===== config.mk =====
export PLATFORM = sky130hd
export DESIGN_NAME = bfc_unit
export DESIGN_NICKNAME = d
export VERILOG_FILES = /design/src/hdl/bfc_cond.v /design/src/hdl/bfc_unit.v
export VERILOG_INCLUDE_DIRS = /design/src /design/src/hdl
export SDC_FILE = /design/constraint.sdc
export NUM_CORES = 1
export LEC_CHECK = 0
export BUFFER_PORTS_ARGS = -buffer_cell sky130_fd_sc_hd__buf_2
export CAP_MARGIN = 20
export CORE_UTILIZATION = 45
export CTS_CLUSTER_SIZE = 28
export DETAILED_ROUTE_END_ITERATION = 6
export PLACE_DENSITY = 0.76
export SLEW_MARGIN = 10
export SYNTH_ARGS = -nofsm -noshare
export SYNTH_HDL_FRONTEND = slang
export SYNTH_SLANG_ARGS = --single-unit
export TNS_END_PERCENT = 50

===== constraint.sdc =====
create_clock -name clk -period 6.85 [get_ports clk]
set_input_delay 0.685 -clock clk [delete_from_list [all_inputs] [get_ports clk]]
set_output_delay 0.685 -clock clk [all_outputs]
set_load 0.005 [all_outputs]

===== src/hdl/bfc_map.vh =====
// Purpose: Constants for the branch and flow control unit.
// Assumes: Opcodes are produced by the core's instruction decoder.
// Notes:   Cycle counts are whole core clocks.
`ifndef BFC_MAP_VH
`define BFC_MAP_VH

// ****************************************
// Operation codes
// ****************************************
`define BFC_OP_W 5
`define BFC_OP_POINTER_JUMP 5'h00
`define BFC_OP_ABSOLUTE_JUMP 5'h01
`define BFC_OP_RELATIVE_SUBROUTINE_ENTRY 5'h02
`define BFC_OP_POINTER_SUBROUTINE_ENTRY 5'h03
`define BFC_OP_ABSOLUTE_SUBROUTINE_ENTRY 5'h04
`define BFC_OP_SUBROUTINE_EXIT 5'h05
`define BFC_OP_INTERRUPT_EXIT 5'h06
`define BFC_OP_COMPARE_SKIP_EQUAL 5'h07
`define BFC_OP_COMPARE_REGISTERS 5'h08
`define BFC_OP_COMPARE_WITH_BORROW 5'h09
`define BFC_OP_COMPARE_IMMEDIATE 5'h0A
`define BFC_OP_SKIP_REG_BIT_CLEAR 5'h0B
`define BFC_OP_SKIP_REG_BIT_SET 5'h0C
`define BFC_OP_SKIP_IO_BIT_CLEAR 5'h0D
`define BFC_OP_SKIP_IO_BIT_SET 5'h0E
`define BFC_OP_BRANCH_STATUS_BIT_SET 5'h0F
`define BFC_OP_BRANCH_STATUS_BIT_CLEAR 5'h10
`define BFC_OP_BRANCH_EQUAL 5'h11
`define BFC_OP_BRANCH_NOT_EQUAL 5'h12
`define BFC_OP_BRANCH_CARRY_SET 5'h13
`define BFC_OP_BRANCH_CARRY_CLEAR 5'h14
`define BFC_OP_BRANCH_SAME_OR_HIGHER 5'h15
`define BFC_OP_BRANCH_LOWER 5'h16
`define BFC_OP_BRANCH_MINUS 5'h17
`define BFC_OP_BRANCH_PLUS 5'h18
`define BFC_OP_BRANCH_GREATER_EQUAL_SIGNED 5'h19
`define BFC_OP_BRANCH_LESS_SIGNED 5'h1A
`define BFC_OP_BRANCH_HALF_CARRY_SET 5'h1B
`define BFC_OP_BRANCH_HALF_CARRY_CLEAR 5'h1C
`define BFC_OP_BRANCH_TRANSFER_BIT_SET 5'h1D

// ****************************************
// Status register bit positions
// ****************************************
`define BFC_SR_CARRY 0
`define BFC_SR_ZERO 1
`define BFC_SR_NEGATIVE 2
`define BFC_SR_OVERFLOW 3
`define BFC_SR_SIGN 4
`define BFC_SR_HALF_CARRY 5
`define BFC_SR_TRANSFER 6
`define BFC_SR_INT_ENABLE 7

// ****************************************
// Cycle costs
// ****************************************
`define BFC_CYC_W 3
`define BFC_CYC_SINGLE 3'h1
`define BFC_CYC_POINTER_JUMP 3'h2
`define BFC_CYC_ABSOLUTE_JUMP 3'h3
`define BFC_CYC_SHORT_ENTRY 3'h3
`define BFC_CYC_ABSOLUTE_ENTRY 3'h4
`define BFC_CYC_EXIT 3'h4
`define BFC_CYC_BRANCH_TAKEN 3'h2
`define BFC_CYC_SKIP_ONE_WORD 3'h2
`define BFC_CYC_SKIP_TWO_WORD 3'h3

`endif


===== src/hdl/bfc_cond.v =====
// Purpose: Compare arithmetic and condition evaluation for flow control.
// Assumes: All inputs are stable in the cycle the operation is accepted.
// Notes:   Purely combinational; the caller registers the results.
`timescale 1ns/1ps
`include "bfc_map.vh"

module bfc_cond (
    input wire [4:0] op,            // Operation code
    input wire [7:0] rd_value,      // First general register operand
    input wire [7:0] rr_value,      // Second general register operand
    input wire [7:0] imm_value,     // Immediate operand
    input wire [2:0] bit_sel,       // Selected bit number
    input wire [7:0] io_value,      // Selected I/O register contents
    input wire [7:0] status_in,     // Current status register
    output reg cond_true,           // Skip or branch condition holds
    output reg [7:0] status_cmp     // Status register after a compare
);

    // ****************************************
    // Compare difference
    // ****************************************
    wire use_imm = (op == `BFC_OP_COMPARE_IMMEDIATE);
    wire use_borrow = (op == `BFC_OP_COMPARE_WITH_BORROW);
    wire [7:0] rhs = use_imm ? imm_value : rr_value;
    wire borrow_in = use_borrow & status_in[`BFC_SR_CARRY];
    wire [8:0] diff = {1'b0, rd_value} - {1'b0, rhs} - {8'h00, borrow_in};
    wire [7:0] res = diff[7:0];
    wire half = (~rd_value[3] & rhs[3]) | (rhs[3] & res[3]) | (res[3] & ~rd_value[3]);
    wire ovf = (rd_value[7] & ~rhs[7] & ~res[7]) | (~rd_value[7] & rhs[7] & res[7]);
    // With borrow the zero flag only stays set, so multi-byte compares chain
    wire zero = (res == 8'h00) & (~use_borrow | status_in[`BFC_SR_ZERO]);

    always @* begin
        status_cmp = status_in;
        status_cmp[`BFC_SR_CARRY] = diff[8];
        status_cmp[`BFC_SR_ZERO] = zero;
        status_cmp[`BFC_SR_NEGATIVE] = res[7];
        status_cmp[`BFC_SR_OVERFLOW] = ovf;
        status_cmp[`BFC_SR_HALF_CARRY] = half;
    end

    // ****************************************
    // Conditions
    // ****************************************
    wire fc = status_in[`BFC_SR_CARRY];
    wire fz = status_in[`BFC_SR_ZERO];
    wire fn = status_in[`BFC_SR_NEGATIVE];
    wire fv = status_in[`BFC_SR_OVERFLOW];
    wire fh = status_in[`BFC_SR_HALF_CARRY];
    wire ft = status_in[`BFC_SR_TRANSFER];

    always @* begin
        case (op)
            `BFC_OP_COMPARE_SKIP_EQUAL: cond_true = (rd_value == rr_value);
            `BFC_OP_SKIP_REG_BIT_CLEAR: cond_true = ~rr_value[bit_sel];
            `BFC_OP_SKIP_REG_BIT_SET: cond_true = rr_value[bit_sel];
            `BFC_OP_SKIP_IO_BIT_CLEAR: cond_true = ~io_value[bit_sel];
            `BFC_OP_SKIP_IO_BIT_SET: cond_true = io_value[bit_sel];
            `BFC_OP_BRANCH_STATUS_BIT_SET: cond_true = status_in[bit_sel];
            `BFC_OP_BRANCH_STATUS_BIT_CLEAR: cond_true = ~status_in[bit_sel];
            `BFC_OP_BRANCH_EQUAL: cond_true = fz;
            `BFC_OP_BRANCH_NOT_EQUAL: cond_true = ~fz;
            `BFC_OP_BRANCH_MINUS: cond_true = fn;
            `BFC_OP_BRANCH_PLUS: cond_true = ~fn;
            `BFC_OP_BRANCH_CARRY_SET: cond_true = fc;
            `BFC_OP_BRANCH_LOWER: cond_true = fc;
            `BFC_OP_BRANCH_CARRY_CLEAR: cond_true = ~fc;
            `BFC_OP_BRANCH_SAME_OR_HIGHER: cond_true = ~fc;
            `BFC_OP_BRANCH_GREATER_EQUAL_SIGNED: cond_true = ~(fn ^ fv);
            `BFC_OP_BRANCH_LESS_SIGNED: cond_true = fn ^ fv;
            `BFC_OP_BRANCH_HALF_CARRY_SET: cond_true = fh;
            `BFC_OP_BRANCH_HALF_CARRY_CLEAR: cond_true = ~fh;
            `BFC_OP_BRANCH_TRANSFER_BIT_SET: cond_true = ft;
            default: cond_true = 1'b0;
        endcase
    end

endmodule // bfc_cond


===== src/hdl/bfc_unit.v =====
// Purpose: Branch and flow control unit of an 8-bit core.
// Assumes: Decoder supplies opcode and operands for one cycle with instr_valid.
// Notes:   next_pc is the program counter after the instruction in every case.
//
// Function
// - Pointer jump 2 cycles; absolute jump 3.
// - Entries push return; relative/pointer 3, absolute 4.
// - Compare-skip on equal; 1, 2 or 3 cycles.
// - Compares set five flags, write nothing, 1 cycle.
// - Register bit skips on clear/set, flags untouched.
// - I/O bit skips on clear/set, flags untouched.
// - Status bit branches; 1 not taken, 2 taken.
// - Carry branches to PC+k+1; 1 or 2 cycles.
// - Signed branches test negative XOR overflow.
// - Half-carry branches set/clear; 1 or 2 cycles.
// - Transfer-bit branch when set; 1 or 2 cycles.
`timescale 1ns/1ps
`include "bfc_map.vh"

module bfc_unit #(
    parameter PC_W = 16,            // Program counter width in words
    parameter OFS_W = 12            // Width of sign-extended relative offset
) (
    input wire clk,                     // Core clock
    input wire rst_n,                   // Synchronous reset, active low
    input wire instr_valid,             // Decoded instruction offered
    input wire [4:0] instr_op,          // Operation code
    input wire [PC_W-1:0] instr_pc,     // Address of the offered instruction
    input wire [OFS_W-1:0] rel_offset,  // Signed relative offset k
    input wire [PC_W-1:0] abs_target,   // Encoded absolute target
    input wire [PC_W-1:0] ptr_value,    // Pointer register pair value
    input wire [7:0] rd_value,          // First register operand
    input wire [7:0] rr_value,          // Second register operand
    input wire [7:0] imm_value,         // Immediate operand
    input wire [2:0] bit_sel,           // Bit number of a test
    input wire [7:0] io_value,          // Selected I/O register
    input wire [7:0] status_in,         // Current status register
    input wire next_two_word,           // Following instruction is two words
    input wire [PC_W-1:0] stack_ret,    // Return address popped from stack
    output reg instr_ready,             // Unit can take an instruction
    output reg done,                    // Instruction finished, next_pc valid
    output reg [PC_W-1:0] next_pc,      // Program counter to continue from
    output reg push_req,                // Push return address
    output reg [PC_W-1:0] push_addr,    // Return address to push
    output reg pop_req,                 // Pop return address
    output reg status_we,               // Write status_out to status register
    output reg [7:0] status_out         // New status register value
);

    // ****************************************
    // States and locals
    // ****************************************
    localparam ST_IDLE = 2'b01;
    localparam ST_RUN = 2'b10;

    reg [1:0] state;
    reg [2:0] cnt;
    reg [PC_W-1:0] pc_hold;
    reg hold_exit;
    reg hold_int_exit;

    reg [2:0] next_cost;
    reg [PC_W-1:0] next_target;

    wire cond_true;
    wire [7:0] status_cmp;
    wire accept = instr_valid & instr_ready;

    wire [PC_W-1:0] pc_plus1 = instr_pc + {{(PC_W-1){1'b0}}, 1'b1};
    wire [PC_W-1:0] pc_plus2 = instr_pc + {{(PC_W-2){1'b0}}, 2'b10};
    wire [PC_W-1:0] pc_plus3 = instr_pc + {{(PC_W-2){1'b0}}, 2'b11};
    wire [PC_W-1:0] ofs_ext = {{(PC_W-OFS_W){rel_offset[OFS_W-1]}}, rel_offset};
    wire [PC_W-1:0] pc_rel = pc_plus1 + ofs_ext;

    // ****************************************
    // Decode helpers
    // ****************************************
    function is_flag_branch;
        input [4:0] op;
        begin
            is_flag_branch = (op >= `BFC_OP_BRANCH_STATUS_BIT_SET) &&
                (op <= `BFC_OP_BRANCH_TRANSFER_BIT_SET);
        end
    endfunction

    function is_skip;
        input [4:0] op;
        begin
            is_skip = (op == `BFC_OP_COMPARE_SKIP_EQUAL) ||
                ((op >= `BFC_OP_SKIP_REG_BIT_CLEAR) && (op <= `BFC_OP_SKIP_IO_BIT_SET));
        end
    endfunction

    function is_compare;
        input [4:0] op;
        begin
            is_compare = (op >= `BFC_OP_COMPARE_REGISTERS) &&
                (op <= `BFC_OP_COMPARE_IMMEDIATE);
        end
    endfunction

    function is_entry;
        input [4:0] op;
        begin
            is_entry = (op >= `BFC_OP_RELATIVE_SUBROUTINE_ENTRY) &&
                (op <= `BFC_OP_ABSOLUTE_SUBROUTINE_ENTRY);
        end
    endfunction

    function is_exit;
        input [4:0] op;
        begin
            is_exit = (op == `BFC_OP_SUBROUTINE_EXIT) || (op == `BFC_OP_INTERRUPT_EXIT);
        end
    endfunction

    // ****************************************
    // Condition and compare logic
    // ****************************************
    bfc_cond u_cond (
        .op(instr_op),
        .rd_value(rd_value),
        .rr_value(rr_value),
        .imm_value(imm_value),
        .bit_sel(bit_sel),
        .io_value(io_value),
        .status_in(status_in),
        .cond_true(cond_true),
        .status_cmp(status_cmp)
    );

    // ****************************************
    // Cost and target of the offered instruction
    // ****************************************
    always @* begin
        next_cost = `BFC_CYC_SINGLE;
        next_target = pc_plus1;
        case (instr_op)
            `BFC_OP_POINTER_JUMP: begin
                next_cost = `BFC_CYC_POINTER_JUMP;
                next_target = ptr_value;
            end
            `BFC_OP_ABSOLUTE_JUMP: begin
                next_cost = `BFC_CYC_ABSOLUTE_JUMP;
                next_target = abs_target;
            end
            `BFC_OP_RELATIVE_SUBROUTINE_ENTRY: begin
                next_cost = `BFC_CYC_SHORT_ENTRY;
                next_target = pc_rel;
            end
            `BFC_OP_POINTER_SUBROUTINE_ENTRY: begin
                next_cost = `BFC_CYC_SHORT_ENTRY;
                next_target = ptr_value;
            end
            `BFC_OP_ABSOLUTE_SUBROUTINE_ENTRY: begin
                next_cost = `BFC_CYC_ABSOLUTE_ENTRY;
                next_target = abs_target;
            end
            `BFC_OP_SUBROUTINE_EXIT,
            `BFC_OP_INTERRUPT_EXIT: begin
                next_cost = `BFC_CYC_EXIT;
            end
            default: begin
                // Skips step over one or two words; costs follow that length
                if (is_skip(instr_op) && cond_true) begin
                    next_cost = next_two_word ? `BFC_CYC_SKIP_TWO_WORD :
                        `BFC_CYC_SKIP_ONE_WORD;
                    next_target = next_two_word ? pc_plus3 : pc_plus2;
                end else if (is_flag_branch(instr_op) && cond_true) begin
                    next_cost = `BFC_CYC_BRANCH_TAKEN;
                    next_target = pc_rel;
                end
            end
        endcase
    end

    // ****************************************
    // Sequencer
    // ****************************************
    always @(posedge clk) begin
        if (!rst_n) begin
            state <= ST_IDLE;
            cnt <= 3'h0;
            pc_hold <= {PC_W{1'b0}};
            hold_exit <= 1'b0;
            hold_int_exit <= 1'b0;
            instr_ready <= 1'b0;
            done <= 1'b0;
            next_pc <= {PC_W{1'b0}};
            push_req <= 1'b0;
            push_addr <= {PC_W{1'b0}};
            pop_req <= 1'b0;
            status_we <= 1'b0;
            status_out <= 8'h00;
        end else begin
            done <= 1'b0;
            push_req <= 1'b0;
            pop_req <= 1'b0;
            status_we <= 1'b0;
            case (state)
                ST_IDLE: begin
                    instr_ready <= 1'b1;
                    if (accept) begin
                        // Absolute entry is two words long, so it returns past both
                        if (is_entry(instr_op)) begin
                            push_req <= 1'b1;
                            push_addr <= (instr_op == `BFC_OP_ABSOLUTE_SUBROUTINE_ENTRY) ?
                                pc_plus2 : pc_plus1;
                        end
                        pop_req <= is_exit(instr_op);
                        hold_exit <= is_exit(instr_op);
                        hold_int_exit <= (instr_op == `BFC_OP_INTERRUPT_EXIT);
                        // Compares touch flags here, interrupt exit at its end; skips and branches leave them
                        if (is_compare(instr_op)) begin
                            status_we <= 1'b1;
                            status_out <= status_cmp;
                        end
                        if (next_cost == `BFC_CYC_SINGLE) begin
                            done <= 1'b1;
                            next_pc <= next_target;
                        end else begin
                            state <= ST_RUN;
                            instr_ready <= 1'b0;
                            cnt <= next_cost - `BFC_CYC_SINGLE;
                            pc_hold <= next_target;
                        end
                    end
                end
                ST_RUN: begin
                    cnt <= cnt - 3'h1;
                    if (cnt == 3'h1) begin
                        done <= 1'b1;
                        state <= ST_IDLE;
                        instr_ready <= 1'b1;
                        // Stack data is taken at the last edge to give the pop time
                        next_pc <= hold_exit ? stack_ret : pc_hold;
                        if (hold_int_exit) begin
                            status_we <= 1'b1;
                            status_out <= status_in | (8'h01 << `BFC_SR_INT_ENABLE);
                        end
                    end
                end
                default: begin
                    state <= ST_IDLE;
                    instr_ready <= 1'b0;
                end
            endcase
        end
    end

endmodule // bfc_unit


# After elaboration in Yosys (flattened, before gate mapping)
# Cells that the tools add are included.
# Widths: inputs -> output; s select.
# word_totals
word_cells	171
out_inout_bits	45
reg_bits	68
in_bits	128
# classes
mux	47
bitwise	29
eq_ne	39
reduce_logical	26
addsub	8
magnitude_cmp	9
# op_table
op	n
$mux 16	8
$eq 5x5->1 const B	14
$pmux 16 s4	1
$mux 8	5
$eq 5x4->1 const B	7
$add 16x2->16 const B	2
$pmux 16 s2	1
$eq 5x3->1 const B	4
$pmux 1 s18	1
$add 16x1->16 const B	1
$add 16x16->16	1
$pmux 8 s2	1
$ge 5x4->1 const B	3
$reduce_and 3->1	5
$mux 1	14
$not 1->1	14
$ne 2x2->1 const B	6
$and 1x1->1	10
$eq 5x2->1 const B	2
$le 5x4->1 const B	2
$mux 2	5
$reduce_or 2->1	5
$bmux 1 s3	3
$pmux 3 s3	1
27 further kinds	42

# Logic depth before layout (Yosys ltp)
# depth
depth_word	12
mapped_depth	19
mapped_depth_nobuf	17

# Cells and area by module
# From an unflattened synthesis, not the netlist that was laid out.
# hier_totals
cells_unflattened	916
area_unflattened_um2	6856.6
# by_module_without_submodules
module	instances	area_per_inst_um2	cells_per_inst
bfc_unit	1	5606.6	749
bfc_cond	1	1249.9	167

# Least setup slack after synthesis
# OpenSTA, ideal clock, no wires.
# synth_timing
kind	input to register
startpoint	input instr_op[3]
endpoint	register status_out[1]
t_arrival_ps	4365
cell_stages	16
n_path_buf	1
path_slack_ps	2414
cell_sequence	buf_2 nor2b_1 nor2b_1 nand2_1 mux2_2 fa_1 fa_1 a21boi_0 o21ai_0 nand2b_1 a21oi_1 xnor2_1 a2111oi_0 a21oi_1 or3_1 a21oi_1
# synth_between
elab_chain_cells	9
word_cells_on_any_way	18
classes_between	2 x add/sub; 2 x order compare; 3 x eq/ne; 4 x mux; 4 x bitwise; 3 x reduce/logical
# synth_rtl
element	line_no	source
from (decl)	bfc_unit.v:27	input wire [4:0] instr_op,
$eq 5x4->1 (no line)	-	
$mux 8	bfc_cond.v:24	wire [7:0] rhs = use_imm ? imm_value : rr_value;
$sub 8x8->9	bfc_cond.v:26	wire [8:0] diff = {1'b0, rd_value} - {1'b0, rhs} - {8'h00, borrow_in};
$sub 9x1->9	bfc_cond.v:26	
$logic_not 8->1	bfc_cond.v:31	wire zero = (res == 8'h00) & (~use_borrow | status_in[`BFC_SR_ZERO]);
$and 1x1->1	bfc_cond.v:31	
$mux 8	bfc_unit.v:214	if (is_compare(instr_op)) begin
$mux 8	bfc_unit.v:203	if (accept) begin
$pmux 8 s2	bfc_unit.v:200	case (state)
to (signal assigned)	bfc_unit.v:216	status_out <= status_cmp;
to (signal assigned)	bfc_unit.v:239	status_out <= status_in | (8'h01 << `BFC_SR_INT_ENABLE);
to (decl)	bfc_unit.v:47	output reg [7:0] status_out
# Several ways; a longest one is shown, not always the timed one. The select of a mux whose other input is x is not followed.
# A chain may end at the register's enable or synchronous reset.

# Worst setup path after layout
# Ends and elaborated chain as after synthesis.

==> flow_metrics.tcl <==
set metrics [dict create \
    critPathMaxStageDelay_ps 570 \
    drive_gt1_frac 0.229 \
    die_x_um 124 \
    leakage_nw 3.33 \
    cts_tree "built" \
    grt_usage 0.280 \
    clkLatencyLatePin_ps 340 \
    routed_wl_um 22100 \
    synth-main-ff-cell "dfxtp_1" \
    p_int_mw 1.02 \
    drt-vias-per-instance 6.04 \
    clock.fmax_mhz 208 \
    drv_slew 0 \
    grt.busiest_layer "met2" \
    wire_per_inst_um 18.2 \
    final.setup.tns_ps 0 \
    vias 7340 \
    start_kind "input pin" \
    grt_pass1_vias 6739 \
    cts_root_buf "clkbuf_16" \
    status "complete, no violations" \
    start_util 0.461 \
    gr-usage-met2 0.463 \
    synth_top_area_cell "dfxtp_1" \
    cts_resized 0 \
    synth_warnings 0 \
    seq_area_frac_synth 0.202 \
    fin_crit_sh 0.701 \
    cts_setup_buffers 0 \
    grt_pass1_wl_um 34700 \
    cp.required_ps 7110 \
    io_pins 173 \
    rows 44 \
    min_path_type "reg2reg" \
    grt_util_met3 0.0580 \
    antenna_found_initial 3 \
    cts.path.max_buffers 2 \
    post_synth_most_frequent_cells "nand2_1 (94), nor2_1 (83), a21oi_1 (78), dfxtp_1 (68), inv_1 (44)" \
    critPathKind "in2reg" \
    synth_edf_count 0 \
    drt_pre_antenna_iters 5 \
    drtIter0Drc 641 \
    cts_buffers 9 \
    port_buffers 172 \
    seqPwrFrac 0.285 \
    ys_seq_elements 68 \
    yosysMostFrequentCell "nand2_1" \
    fin_skew_ps 5.85 \
    avgSynthCellArea_um2 7.56 \
    path_common_cell "a21oi_1" \
    synth_area_um2 6730 \
    clk_pin_slew_ps 60 \
    gp_congestion 0.985 \
    sw_frac_of_total 0.375 \
    htreeDepth 3 \
    drv_cap 0 \
    grt_max_degree 55 \
    pwr-share-clk 0.314 \
    synthCells 891 \
    rsz0062_at_grt "no" \
    grt_use_met1 0.352 \
    synthTopCellsByArea "dfxtp_1 (20%), ha_1 (7.4%), a21oi_1 (5.8%), xnor2_1 (5.3%), nand2_1 (5.2%)" \
    hold_violations 0 \
    max_slew_margin 0.255 \
    worstSetupEndpointType "flop" \
    worst-path-buf-inv 1 \
    postCtsHoldBufs 0 \
    ant_nets 0 \
    p_per_area_nw_per_um2 205 \
    critical_path.top_delay_family "compound AO/OA/AOI/OAI gates" \
    path_cells "buf_2 > nor2b_1 > nor2b_1 > nand2_1 > mux2_2 > fa_1 > fa_1 > a21boi_0 > o21ai_0 > nand2b_1 > a21oi_1 > xnor2_1 > a2111oi_0 > a21oi_1 > or3_1 > a21oi_1" \
    ir_drop_uv 129 \
    die-area_um2 15500 \
    grt_overflow 0 \
    area_delta_synth_final_pct 18.3 \
    synth_top_area_frac 0.202 \
    ys_types 77 \
    cp_max_fo 13 \
    setup_viol 0 \
    worst-slew-pin-transition_ps 1120 \
    core_um2 14600 \
    final_nets 1194 \
    clock-sinks 68 \
    total_power_mw 1.63 \
    p_switching_uw 612 \
    arrival_ps 5060 \
    synth_nets 1062 \
    drc 0 \
    async_flop_share 0 \
    comb_power_share 0.401 \
    dieHeight_um 124 \
    cp_slowest_cell "a21boi_0" \
    dpl.hpwl_um 16900 \
    fin_crit_ps 4800 \
]
per-stage QoR:
stage	std cells	area [um^2]	util	setup slack, ps	hold slack [ps]
final	1215	7970	0.546	2050	446
after global routing	1214	7970	0.546	1700	468
after CTS	1212	7960	0.546	2100	451
after detailed placement	1196	7640	0.523	1750	442
after global placement	1196	7640	0.523	2050	441
after floorplan	891	6730	-	2410	434
routing by layer:
metal | wire [um] | vias to the layer above
li1 | - | 3535
met1 | 9380 | 3402
met2 | 10300 | 358
met3 | 1710 | 45
met4 | 661 | 0
met5 | 0 | -
power by group through the flow:
| stage | sequential (mW) | combinational, mW | clock, mW |
|---|---|---|---|
| after floorplan | 0.472 | 0.454 | 0 |
| after global placement | 0.473 | 0.633 | 0 |
| after detailed placement | 0.473 | 0.641 | 0 |
| after CTS | 0.465 | 0.646 | 0.519 |
| after global routing | 0.471 | 0.718 | 0.542 |
| final | 0.466 | 0.654 | 0.513 |
cells in the final DEF, fill, tap and decap left out, drive strengths merged, types with 8 or more instances in the layout:
| master | synthesis | routed |
|---|---|---|
| nor2 | 84 | 84 |
| a21oi | 81 | 81 |
| xor2 | 21 | 21 |
| buf | 19 | 178 |
| inv | 45 | 46 |
| xnor2 | 41 | 41 |
| a221oi | 9 | 9 |
| o21ai | 50 | 50 |
| or3 | 8 | 8 |
| o31ai | 8 | 8 |
| clkbuf | 38 | 9 |
| nor3 | 15 | 15 |
| nand4 | 9 | 9 |
| dfxtp | 68 | 68 |
| a211oi | 15 | 15 |
| mux2i | 32 | 32 |
| a31oi | 11 | 11 |
| a22oi | 9 | 9 |
| mux2 | 13 | 13 |
| nand2 | 95 | 95 |
| a21o | 11 | 11 |
| nand2b | 11 | 11 |
| a221o | 11 | 11 |
| nand3 | 29 | 29 |
| o211ai | 9 | 9 |
| ha | 40 | 40 |
| nor2b | 8 | 8 |
| a311oi | 10 | 10 |
area by class of cell:
type | count | area, um^2
antenna | 3 | 7.51
timing repair buffer | 178 | 906
inverter | 45 | 169
tap | 184 | 230
clock buffer | 9 | 225
sequential | 68 | 1360
multi-input combinational | 721 | 4970
fill | 1420 | 6620
clock inverter | 7 | 98.8
state kept, by name (all words and copies together) (netlist names):
register and count:
hold_exit 1, state 2, cnt 3, hold_int_exit 1, push_req 1, next_pc 16
status_out 8, done 1, push_addr 16, pop_req 1, instr_ready 1, pc_hold 16
status_we 1
cells by family after synthesis:
kind of cell | share of synthesized area
and+or+nand+nor | 0.195
AOI/OAI and AO/OA | 0.285
buffers and inverters | 0.0621
DFF | 0.202
xor gates and xnor gates | 0.0807
muxes | 0.0918
adders and majority gates | 0.0833
worst min-delay path: stages, from the launching register on:
cell,delay (ps)
dfxtp_1,300
nand2_1,50
a21oi_1,50
final timing paths:
path                                   from            end  slack [ps]  cells past startpoint
worst min register to register   next_pc[3]     next_pc[3]         450                      2
worst max register to register     state[0]    next_pc[14]        4220                      9
worst max-delay path            instr_op[3]  status_out[1]        2050                     16
worst min-delay path             next_pc[3]     next_pc[3]         450                      2
(Power assumes the default switching activity.)
